`config.mk`:
```
export PLATFORM = sky130hd
export DESIGN_NAME = lnbt_tone_volt_sel
export DESIGN_NICKNAME = d
export VERILOG_FILES = /design/src/rtl/lnbt_tone_volt_sel.v
export VERILOG_INCLUDE_DIRS = /design/src /design/src/rtl
export SDC_FILE = /design/constraint.sdc
export NUM_CORES = 1
export LEC_CHECK = 0
export BUFFER_PORTS_ARGS = -buffer_cell sky130_fd_sc_hd__buf_2
export CAP_MARGIN = 20
export CORE_ASPECT_RATIO = 1.1
export CORE_MARGIN = 8
export CORE_UTILIZATION = 50
export CTS_CLUSTER_DIAMETER = 80
export DETAILED_ROUTE_END_ITERATION = 7
export GPL_ROUTABILITY_DRIVEN = 0
export GPL_TIMING_DRIVEN = 0
export PLACE_DENSITY_LB_ADDON = 0.15
export SLEW_MARGIN = 25
export SYNTH_ARGS = -nofsm -noshare
export SYNTH_HDL_FRONTEND = slang
export SYNTH_SLANG_ARGS = --single-unit
```
`constraint.sdc`:
```
create_clock -name clk_sys -period 1.5 [get_ports clk_sys]
set_input_delay 0.3 -clock clk_sys [delete_from_list [all_inputs] [get_ports clk_sys]]
set_output_delay 0.3 -clock clk_sys [all_outputs]
set_load 0.05 [all_outputs]
```
`src/rtl/lnbt_regs.vh`:
```
`ifndef LNBT_REGS_VH
`define LNBT_REGS_VH

// ****************************************
// register indices (3-bit address)
// ****************************************
`define LNBT_REG_CTL_A    3'h0
`define LNBT_REG_CTL_B    3'h1
`define LNBT_REG_STATUS   3'h2
`define LNBT_REG_SLAVE    3'h3

// ****************************************
// control register fields
// ****************************************
`define LNBT_CTL_ON       0
`define LNBT_CTL_CONT     1
`define LNBT_CTL_EXTMOD   2
`define LNBT_CTL_HIGHLVL  3
`define LNBT_CTL_LOWLVL   4
`define LNBT_CTL_PINOFF   5
`define LNBT_CTL_THRESH   6
`define LNBT_CTL_RESET    8'h00

// ****************************************
// status register fields
// ****************************************
`define LNBT_ST_OC_A      0
`define LNBT_ST_BC_A      1
`define LNBT_ST_OC_B      2
`define LNBT_ST_BC_B      3
`define LNBT_ST_OT        4
`define LNBT_ST_TONE_A    5
`define LNBT_ST_TONE_B    6

// ****************************************
// bus slave address and timing
// ****************************************
`define LNBT_SLAVE_BASE   7'h08
`define LNBT_SYS_CLK_HZ   40000000
`define LNBT_TONE_HZ      22000
`define LNBT_BOOST_MULT   20

`endif

```
`src/rtl/lnbt_tone_volt_sel.v`:
```
// The strobed register port and the placing of the registers were chosen for this implementation.
`timescale 1ns/1ps
`include "lnbt_regs.vh"

// ****************************************
// lnb tone and voltage select
// ****************************************
// Functional notes
// - two strap pins pick one of four bus slave addresses
// - tone bits low: envelope pin gates internal tone onto output
// - continuous bit high: steady 22kHz tone, envelope pin ignored
// - modulation select high, continuous bit low: envelope pin tone passed straight through
// - converter clock is twenty times tone; tone is that divided by twenty
// - fault pin is open drain, low on fault, released when normal
// - pin mode, range pin low: low range, level from low-range bit
// - pin mode, range pin high: high range, level from high-range bit
// - pin-override-off bit high: range pin ignored, bits alone decide
// - tone detected pulls the open-drain found output low
// - txrx pin low picks receive threshold, high picks transmit
// - each channel enable bit gates its own converter
// - undervoltage lockout holds the block in reset
// - registers steer everything, read back, and report diagnostics
// - fault also on overcurrent, back current, overheat, both channels off
// - every control bit comes up cleared after power loss
// - threshold bit high drives the txrx pin high
module lnbt_tone_volt_sel (
   // clock, reset, enable
   input  wire       clk_sys,
   input  wire       rstn,
   input  wire       clkEn,
   // register port
   input  wire [2:0] regAddr,
   input  wire [7:0] regWrData,
   input  wire       regWrStb,
   input  wire       regRdStb,
   output wire [7:0] regRdData,
   // address straps
   input  wire       slaveSelStrap0,
   input  wire       slaveSelStrap1,
   output wire [6:0] slaveAddr,
   // tone envelope / external tone
   input  wire       toneEnvelopeInA,
   input  wire       toneEnvelopeInB,
   // range select pins
   input  wire       rangePinA,
   input  wire       rangePinB,
   // tone decoder comparator results
   input  wire       toneDetectInA,
   input  wire       toneDetectInB,
   // txrx threshold pins
   input  wire       txrxThreshPinInA,
   input  wire       txrxThreshPinInB,
   output wire       txrxThreshPinOutA,
   output wire       txrxThreshPinOutB,
   output wire       txrxThreshPinOeA,
   output wire       txrxThreshPinOeB,
   // analog fault flags
   input  wire       overCurrentA,
   input  wire       overCurrentB,
   input  wire       backCurrentA,
   input  wire       backCurrentB,
   input  wire       overTemp,
   // tone found, open drain
   output wire       toneFoundNOutA,
   output wire       toneFoundNOutB,
   output wire       toneFoundNOeA,
   output wire       toneFoundNOeB,
   // fault line, open drain
   output wire       faultIrqNOut,
   output wire       faultIrqNOe,
   // analog controls
   output wire       boostClk,
   output wire       toneOutA,
   output wire       toneOutB,
   output wire       pwmOnA,
   output wire       pwmOnB,
   output wire [1:0] levelCodeA,
   output wire [1:0] levelCodeB,
   output wire       threshHighA,
   output wire       threshHighB
);

   // ****************************************
   // timing
   // ****************************************
   // half period of converter clock, rounded down
   localparam integer BOOST_HALF =
      `LNBT_SYS_CLK_HZ / (2 * `LNBT_TONE_HZ * `LNBT_BOOST_MULT);
   // counts cut to counter width on purpose, both fit with room to spare
   localparam integer BOOST_LAST_I = BOOST_HALF - 1;
   localparam integer TONE_LAST_I  = (`LNBT_BOOST_MULT / 2) - 1;
   localparam [5:0]   BOOST_LAST   = BOOST_LAST_I[5:0];
   localparam [4:0]   TONE_LAST    = TONE_LAST_I[4:0];

   // ****************************************
   // input synchronisers
   // ****************************************
   localparam NSYNC = 15;
   wire [NSYNC-1:0] asyncIn;
   reg  [NSYNC-1:0] sync1_q;
   reg  [NSYNC-1:0] sync2_q;

   assign asyncIn = {slaveSelStrap1, slaveSelStrap0, overTemp,
                     backCurrentB, backCurrentA, overCurrentB, overCurrentA,
                     txrxThreshPinInB, txrxThreshPinInA,
                     toneDetectInB, toneDetectInA,
                     rangePinB, rangePinA,
                     toneEnvelopeInB, toneEnvelopeInA};

   always @(posedge clk_sys or negedge rstn) begin
      if (!rstn) begin
         sync1_q <= {NSYNC{1'b0}};
         sync2_q <= {NSYNC{1'b0}};
      end else if (clkEn) begin
         sync1_q <= asyncIn;
         sync2_q <= sync1_q;
      end
   end

   wire [1:0] envS   = sync2_q[1:0];
   wire [1:0] rngS   = sync2_q[3:2];
   wire [1:0] tdinS  = sync2_q[5:4];
   wire [1:0] txpS   = sync2_q[7:6];
   wire [1:0] ocS    = sync2_q[9:8];
   wire [1:0] bcS    = sync2_q[11:10];
   wire       otS    = sync2_q[12];
   wire [1:0] strapS = sync2_q[14:13];

   // ****************************************
   // control registers
   // ****************************************
   reg  [7:0] ctlA_q;
   reg  [7:0] ctlB_q;
   reg  [7:0] rdData_q;
   wire [7:0] statusW;
   wire [1:0] foundW;

   // undervoltage lockout arrives as rstn
   always @(posedge clk_sys or negedge rstn) begin
      if (!rstn) begin
         ctlA_q <= `LNBT_CTL_RESET;
         ctlB_q <= `LNBT_CTL_RESET;
      end else if (clkEn && regWrStb) begin
         if (regAddr == `LNBT_REG_CTL_A) begin
            ctlA_q <= regWrData;
         end else if (regAddr == `LNBT_REG_CTL_B) begin
            ctlB_q <= regWrData;
         end
      end
   end

   assign statusW = {1'b0, foundW[1], foundW[0], otS,
                     bcS[1], ocS[1], bcS[0], ocS[0]};

   // read data stands for one cycle only, zero otherwise
   always @(posedge clk_sys or negedge rstn) begin
      if (!rstn) begin
         rdData_q <= 8'h00;
      end else if (clkEn) begin
         if (!regRdStb) begin
            rdData_q <= 8'h00;
         end else if (regAddr == `LNBT_REG_CTL_A) begin
            rdData_q <= ctlA_q;
         end else if (regAddr == `LNBT_REG_CTL_B) begin
            rdData_q <= ctlB_q;
         end else if (regAddr == `LNBT_REG_STATUS) begin
            rdData_q <= statusW;
         end else if (regAddr == `LNBT_REG_SLAVE) begin
            rdData_q <= {1'b0, slaveAddr};
         end else begin
            rdData_q <= 8'h00;
         end
      end
   end

   assign regRdData = rdData_q;

   // ****************************************
   // slave address straps
   // ****************************************
   // straps are caught once, after the synchroniser has filled
   reg [1:0] strapWait_q;
   reg [6:0] slave_q;

   always @(posedge clk_sys or negedge rstn) begin
      if (!rstn) begin
         strapWait_q <= 2'h0;
         slave_q     <= `LNBT_SLAVE_BASE;
      end else if (clkEn && strapWait_q != 2'h3) begin
         strapWait_q <= strapWait_q + 2'h1;
         if (strapWait_q == 2'h2) begin
            slave_q <= `LNBT_SLAVE_BASE | {5'h00, strapS};
         end
      end
   end

   assign slaveAddr = slave_q;

   // ****************************************
   // converter clock and tone divider
   // ****************************************
   reg [5:0] boostCnt_q;
   reg       boostClk_q;
   reg [4:0] toneCnt_q;
   reg       tone_q;

   always @(posedge clk_sys or negedge rstn) begin
      if (!rstn) begin
         boostCnt_q <= 6'h00;
         boostClk_q <= 1'b0;
         toneCnt_q  <= 5'h00;
         tone_q     <= 1'b0;
      end else if (clkEn) begin
         if (boostCnt_q == BOOST_LAST) begin
            boostCnt_q <= 6'h00;
            boostClk_q <= ~boostClk_q;
            // one tone half period per ten converter periods
            if (!boostClk_q) begin
               if (toneCnt_q == TONE_LAST) begin
                  toneCnt_q <= 5'h00;
                  tone_q    <= ~tone_q;
               end else begin
                  toneCnt_q <= toneCnt_q + 5'h01;
               end
            end
         end else begin
            boostCnt_q <= boostCnt_q + 6'h01;
         end
      end
   end

   assign boostClk = boostClk_q;

   // ****************************************
   // level code
   // ****************************************
   // range in [1], upper level of that range in [0]; with the override
   // off the high-level bit picks the range and the low-level bit the
   // level, so all four levels stay reachable without the range pin
   function [1:0] level_code;
      input pOff;
      input rPin;
      input hBit;
      input lBit;
      reg   hRng;
      begin
         // pin only counts while the override-off bit is low
         hRng = pOff ? hBit : rPin;
         if (pOff) begin
            level_code = {hRng, lBit};
         end else begin
            level_code = {hRng, hRng ? hBit : lBit};
         end
      end
   endfunction

   // ****************************************
   // per channel logic
   // ****************************************
   reg [1:0] toneOut_q;
   reg [1:0] found_q;
   reg [1:0] pwmOn_q;
   reg [1:0] thrHigh_q;
   reg [1:0] txOe_q;
   reg [3:0] level_q;

   genvar ch;
   generate
      for (ch = 0; ch < 2; ch = ch + 1) begin : g_ch
         wire [7:0] ctl = (ch == 0) ? ctlA_q : ctlB_q;
         wire       pinOff = ctl[`LNBT_CTL_PINOFF];
         wire       hiBit  = ctl[`LNBT_CTL_HIGHLVL];
         wire       loBit  = ctl[`LNBT_CTL_LOWLVL];
         wire [1:0] lvlCode;

         assign lvlCode = level_code(pinOff, rngS[ch], hiBit, loBit);

         always @(posedge clk_sys or negedge rstn) begin
            if (!rstn) begin
               toneOut_q[ch]         <= 1'b0;
               found_q[ch]           <= 1'b0;
               pwmOn_q[ch]           <= 1'b0;
               thrHigh_q[ch]         <= 1'b0;
               txOe_q[ch]            <= 1'b0;
               level_q[2*ch+1:2*ch]  <= 2'h0;
            end else if (clkEn) begin
               // continuous bit wins over both pin modes
               if (ctl[`LNBT_CTL_CONT]) begin
                  toneOut_q[ch] <= tone_q;
               end else if (ctl[`LNBT_CTL_EXTMOD]) begin
                  toneOut_q[ch] <= envS[ch];
               end else begin
                  toneOut_q[ch] <= envS[ch] & tone_q;
               end
               found_q[ch]          <= tdinS[ch];
               pwmOn_q[ch]          <= ctl[`LNBT_CTL_ON];
               txOe_q[ch]           <= ctl[`LNBT_CTL_THRESH];
               // own drive counts at once, pin level after sync
               thrHigh_q[ch] <= ctl[`LNBT_CTL_THRESH] | txpS[ch];
               level_q[2*ch+1:2*ch] <= lvlCode;
            end
         end
      end
   endgenerate

   assign foundW = found_q;

   // ****************************************
   // fault line
   // ****************************************
   reg faultOe_q;

   // reset clears both enables, so the line pulls low from reset
   always @(posedge clk_sys or negedge rstn) begin
      if (!rstn) begin
         faultOe_q <= 1'b1;
      end else if (clkEn) begin
         faultOe_q <= (|ocS) | (|bcS) | otS |
                      ~(ctlA_q[`LNBT_CTL_ON] | ctlB_q[`LNBT_CTL_ON]);
      end
   end

   // ****************************************
   // output wiring
   // ****************************************
   assign faultIrqNOut      = 1'b0;
   assign faultIrqNOe       = faultOe_q;
   assign toneFoundNOutA    = 1'b0;
   assign toneFoundNOutB    = 1'b0;
   assign toneFoundNOeA     = found_q[0];
   assign toneFoundNOeB     = found_q[1];
   assign txrxThreshPinOutA = 1'b1;
   assign txrxThreshPinOutB = 1'b1;
   assign txrxThreshPinOeA  = txOe_q[0];
   assign txrxThreshPinOeB  = txOe_q[1];
   assign toneOutA          = toneOut_q[0];
   assign toneOutB          = toneOut_q[1];
   assign pwmOnA            = pwmOn_q[0];
   assign pwmOnB            = pwmOn_q[1];
   assign levelCodeA        = level_q[1:0];
   assign levelCodeB        = level_q[3:2];
   assign threshHighA       = thrHigh_q[0];
   assign threshHighB       = thrHigh_q[1];

endmodule // lnbt_tone_volt_sel

```
== Word level (Yosys, flattened, before mapping) ==
Cells that the tools add are included.
Storage, ports and cells
  register bits: 86
  bits in latches: 0
  bits in writable memories: 0
  memory bits (read-only): 0
  input port bits: 31
  output and inout port bits: 36
  logic and storage cells: 74
  memories: 0
Cells by class
  add/sub/neg operators: 3
  $mul: 0
  div/mod/pow operators: 0
  order comparisons: 0
  equality and inequality tests: 7
  shifts and indexed selects: 0
  muxes and demuxes: 17
  bitwise gates (word level): 12
  reduce and logical (&&, ||, !) cells: 11
Operators with widths (number)
  8-bit two-way mux: 3
  1-bit two-way mux: 10
  7-bit two-way mux: 1
  6-bit by 1-bit adder with 6-bit output (second input constant): 1
  3-bit by 2-bit equality test with 1-bit output (second input constant): 2
  6-bit equality test (second input constant): 1
  6-bit two-way mux: 1
  1-bit bitwise OR: 6
  2-bit AND reduction: 3
  3-bit AND reduction: 2
  5-bit by 1-bit adder with 5-bit output (second input constant): 1
  5-bit by 4-bit equality test with 1-bit output (second input constant): 1
  5-bit two-way mux: 1
  4-bit two-way mux: 1
  1-bit inverter: 4
  4-bit AND reduction: 1
  2-bit OR reduction: 2
  3-bit by 1-bit equality test with 1-bit output (second input constant): 1
  3-bit zero test: 1
  2-bit by 1-bit adder with 2-bit output (second input constant): 1
  1-bit bitwise AND: 2
  2-bit equality test (second input constant): 1
  1-bit logical AND: 2
  2-bit inequality test (second input constant): 1

== Depth between registers and ports, before layout ==
  word-level depth: 6
  mapped depth: 5
  depth with buffers taken out: 5

== Worst setup path after synthesis ==
Ideal clock, no wire load.
  kind: register to register
  from: register boostCnt_q[0]
  to: register toneCnt_q[2]
  data arrival time: 1416 ps
  required time: 1375 ps
  slack: -41 ps
  stages on the path, launching flop included: 6
  path through: dfrtp_1 inv_1 ha_1 nand4b_1 nor3_1 mux2_2
On the way
  longest elaborated chain between the ends: 2
RTL lines
  start, declared: line lnbt_tone_volt_sel.v:202  | reg [5:0] boostCnt_q;
  start signal, assigned: line lnbt_tone_volt_sel.v:227  | boostCnt_q <= boostCnt_q + 6'h01;
  6-bit equality test: line lnbt_tone_volt_sel.v:214  | if (boostCnt_q == BOOST_LAST) begin
  3-bit AND reduction (no line)
  end signal, assigned: line lnbt_tone_volt_sel.v:223  | toneCnt_q <= toneCnt_q + 5'h01;
  end, declared: line lnbt_tone_volt_sel.v:204  | reg [4:0] toneCnt_q;
Every way passes these cells.
A chain may end at the register's enable or synchronous reset.

== Worst setup path in the final report ==
  from: register boostCnt_q[1]
  to: register toneCnt_q[2]
Same word-level chain as after synthesis.

==> results.toml <==
[synthesis]
synth.distinct_cells = 43
muxShareOfSynthArea_pct = 18.3
synth_enable_flop_cells = 0
synth_flop_cell = "dfrtp_1"
syn_inst = 294
ys_seq_area_share_pct = 57.1
synth-compound-area-share_pct = 8.06
syn_avg_cell_area_um2 = 12.8
synth_top_family_by_area = "multiplexers"
synthXorXnorAreaFrac_pct = 1.63
synth_area_mm2 = 0.00377
synth_seq_cells = 86
synthAdderAreaFrac_pct = 1.99
synth_async_sr_flop_share_pct = 100
ys_warn_count = 0
synthSimpleGateAreaFrac_pct = 8.20

[worst_setup_path]
cp.arrival_ns = 1.74
r2r_cells = 5
required_ns = 1.73
crit_path_end = "toneCnt_q[2]"
reg2reg_to = "toneCnt_q[2]"
critical_path.max_fanout = 4
end_kind = "register"
r2r_slack_ns = -0.01
worstSetupStartpointType = "register"
crit_path_start = "boostCnt_q[1]"
r2r_start = "boostCnt_q[1]"
crit_type = "reg -> reg"

[die]
fp.dieH_um = 107
dieArea_mm2 = 0.0106
die_x_um = 98.8
placementRows = 33
start_util_pct = 51.0
core_mm2 = 0.00739
io_pins = 67

[clocking]
cts_made_buffers = 9
cts_sinks = 86
h-tree-depth = 3
path_clk_slew_ns = 0.09
cts_root_buf = "clkbuf_8"
cts_tree = "done"
insertion_delay_ns = 0.34
clock_path_buffers = 2

[sta]
post-route-min-period_ns = 1.51
final-setup-viol-count = 2
finClkSkew_ns = 0.00836
hold_viol = 0
worst_slew_pin_slew_ns = 0.658
layout_worst_path_cycle_share_pct = 101
fin_ws_ns = -0.00964
fmax_mhz = 662
grt_setup_unrepaired = "true"
slew_headroom_pct = 56.2
drv_slew = 0
tns_ns = -0.0193

[detailed_routing]
first_pass_iters = 6
vias_per_cell = 5.30
via_count = 2481
routed_wl_mm = 7.85
wl_per_cell_um = 16.8
drc_errors = 0
drtAntennaViolNets = 0
drt_iter0_markers = 76

[finish]
final_cell_area_mm2 = 0.00452
antenna_cells = 0
syn2layout_area_growth_pct = 19.7
nets = 413
drive_gt1_share_pct = 41.7

[place]
dpl.hpwl_mm = 5.81
io_buffer_count = 56
placed_area_mm2 = 0.00423

[power]
p_leak_nw = 2.10
ir_drop_v = 0.000791
power_density_mw_per_mm2 = 1460

[global_route]
antenna_found_initial = 0
track_usage_pct = 15.6
grt_pass1_vias = 2561
grt_overflow = 0
grt_pass1_wl_mm = 13.1
grt_max_degree = 56

[hold_path]
hold_class = "in -> reg"

[run]
maxCapViolCount = 0

[run_status]
status = "finished, violations left"
violations = "negative setup slack"
cells in the mapped netlist, types with 2 or more instances:
cell	n	area share [%]
o2bb2ai_1	6	1.4
inv_1	10	1.0
a21oi_1	12	1.6
nor2b_1	7	1.2
nor3_1	4	0.53
mux2i_1	3	0.80
nand3_1	2	0.27
clkbuf_1	3	0.30
nand4_1	2	0.33
nand3b_1	2	0.40
mux2_4	8	3.2
nand2_1	8	0.80
mux2_2	48	14
a22o_1	2	0.46
conb_1	2	0.20
o21ai_0	10	1.3
buf_4	10	2.0
buf_1	6	0.60
or3_1	3	0.50
xor2_1	5	1.2
nor2_1	17	1.7
o221ai_1	9	2.1
a211oi_1	3	0.60
dfrtp_1	85	56
nand2b_1	3	0.50
xnor2_1	2	0.46
ha_1	6	2.0
power by group:
group	total, mW	switching (mW)	internal, mW
clock	1.61	0.838	0.776
combinational	1.85	1.12	0.726
sequential	3.15	0.376	2.78
total	6.61	2.33	4.28
metrics by stage:
stage                     std cells  setup slack, ns  util, %  hold WS (ns)  power, mW
after floorplan                 302          -0.0365        -       0.00441       4.43
after global placement          445           -0.754     56.7         0.476       4.87
after detailed placement        446           -0.433     57.2         0.203       4.95
after CTS                       467         -0.00415     60.8         0.169       6.63
after global routing            468          -0.0773     61.1         0.166       6.98
final                           468         -0.00964     61.1         0.182       6.61
logic make-up (layout without fill, tap and decap cells):
kind of cell               Yosys count  after routing
other                                2             10
adders and majority gates            6              6
DFF                                 86             86
and+or+nand+nor                     56             56
muxes                               59             59
buffers and inverters               33            112
AOI/OAI and AO/OA                   45             45
xor gates and xnor gates             7              7
layer usage:
metal | up-vias | global-route usage (%) | routed length [um]
met3 | 9 | 4.28 | 416
met2 | 59 | 23.6 | 3740
li1 | 1191 | - | -
met5 | - | 0 | 0
met4 | 0 | 6.59 | 109
met1 | 1222 | 20.8 | 3580
sequential cells by signal, indices dropped and copies added (netlist names), 2 cells and up:
register and cells:
sync1_q 15, sync2_q 15, ctlA_q 8, ctlB_q 8
regRdData 8, boostCnt_q 6, toneCnt_q 5, levelCodeA 2
levelCodeB 2, slaveAddr 2, strapWait_q 2
worst min path at each step:
stage / depth (start not counted) / from / endpoint / slack (ns)
3_5_place_dp: 1 / rstn / toneCnt_q[3] / 0.20
2_1_floorplan: 0 / rstn / boostClk / 0.004
5_1_grt: 2 / toneEnvelopeInA / sync1_q[0] / 0.17
3_3_place_gp: 1 / toneCnt_q[4] / toneCnt_q[4] / 0.48
4_1_cts: 2 / backCurrentB / sync1_q[11] / 0.17
6_report: 2 / overCurrentB / sync1_q[9] / 0.18
critical path, stage by stage (launching register included):
cell      delay (ns)
dfrtp_1         0.39
inv_1           0.08
ha_1            0.14
nand4b_1        0.22
nor3_2          0.26
mux2_4          0.31
timing repair:
item,in CTS,in global routing
resized for setup,8,3
hold buffers,1,0
setup buffers,4,1
endpoints found under the hold margin,30,0
setup endpoints to repair,23,11
pin swaps,1,3
gates cloned,0,0
cell type report:
class,count,area [um^2]
repair buffers,63,362
flip-flops and latches,86,2150
well taps,87,109
plain buffers,21,126
fillers,622,2880
clock buffers,9,124
clock inverters,7,72.6
multi-input cells,183,1520
inverters,12,45.0
placed cells by master (no fill, tap or decap), types with 3 or more instances in the layout:
cell type	instances
a21oi_1	12
buf_1	6
buf_2	56
buf_4	15
clkbuf_8	9
conb_1	10
dfrtp_1	84
ha_1	6
inv_1	10
mux2_2	47
mux2_4	9
mux2i_1	3
nand2_1	8
nand2b_1	3
nor2_1	16
nor2b_1	7
nor3_1	3
o21ai_0	9
o221ai_1	9
o2bb2ai_1	6
or3_1	3
xor2_1	5
No activity file was read; power rests on OpenSTA's default activity.
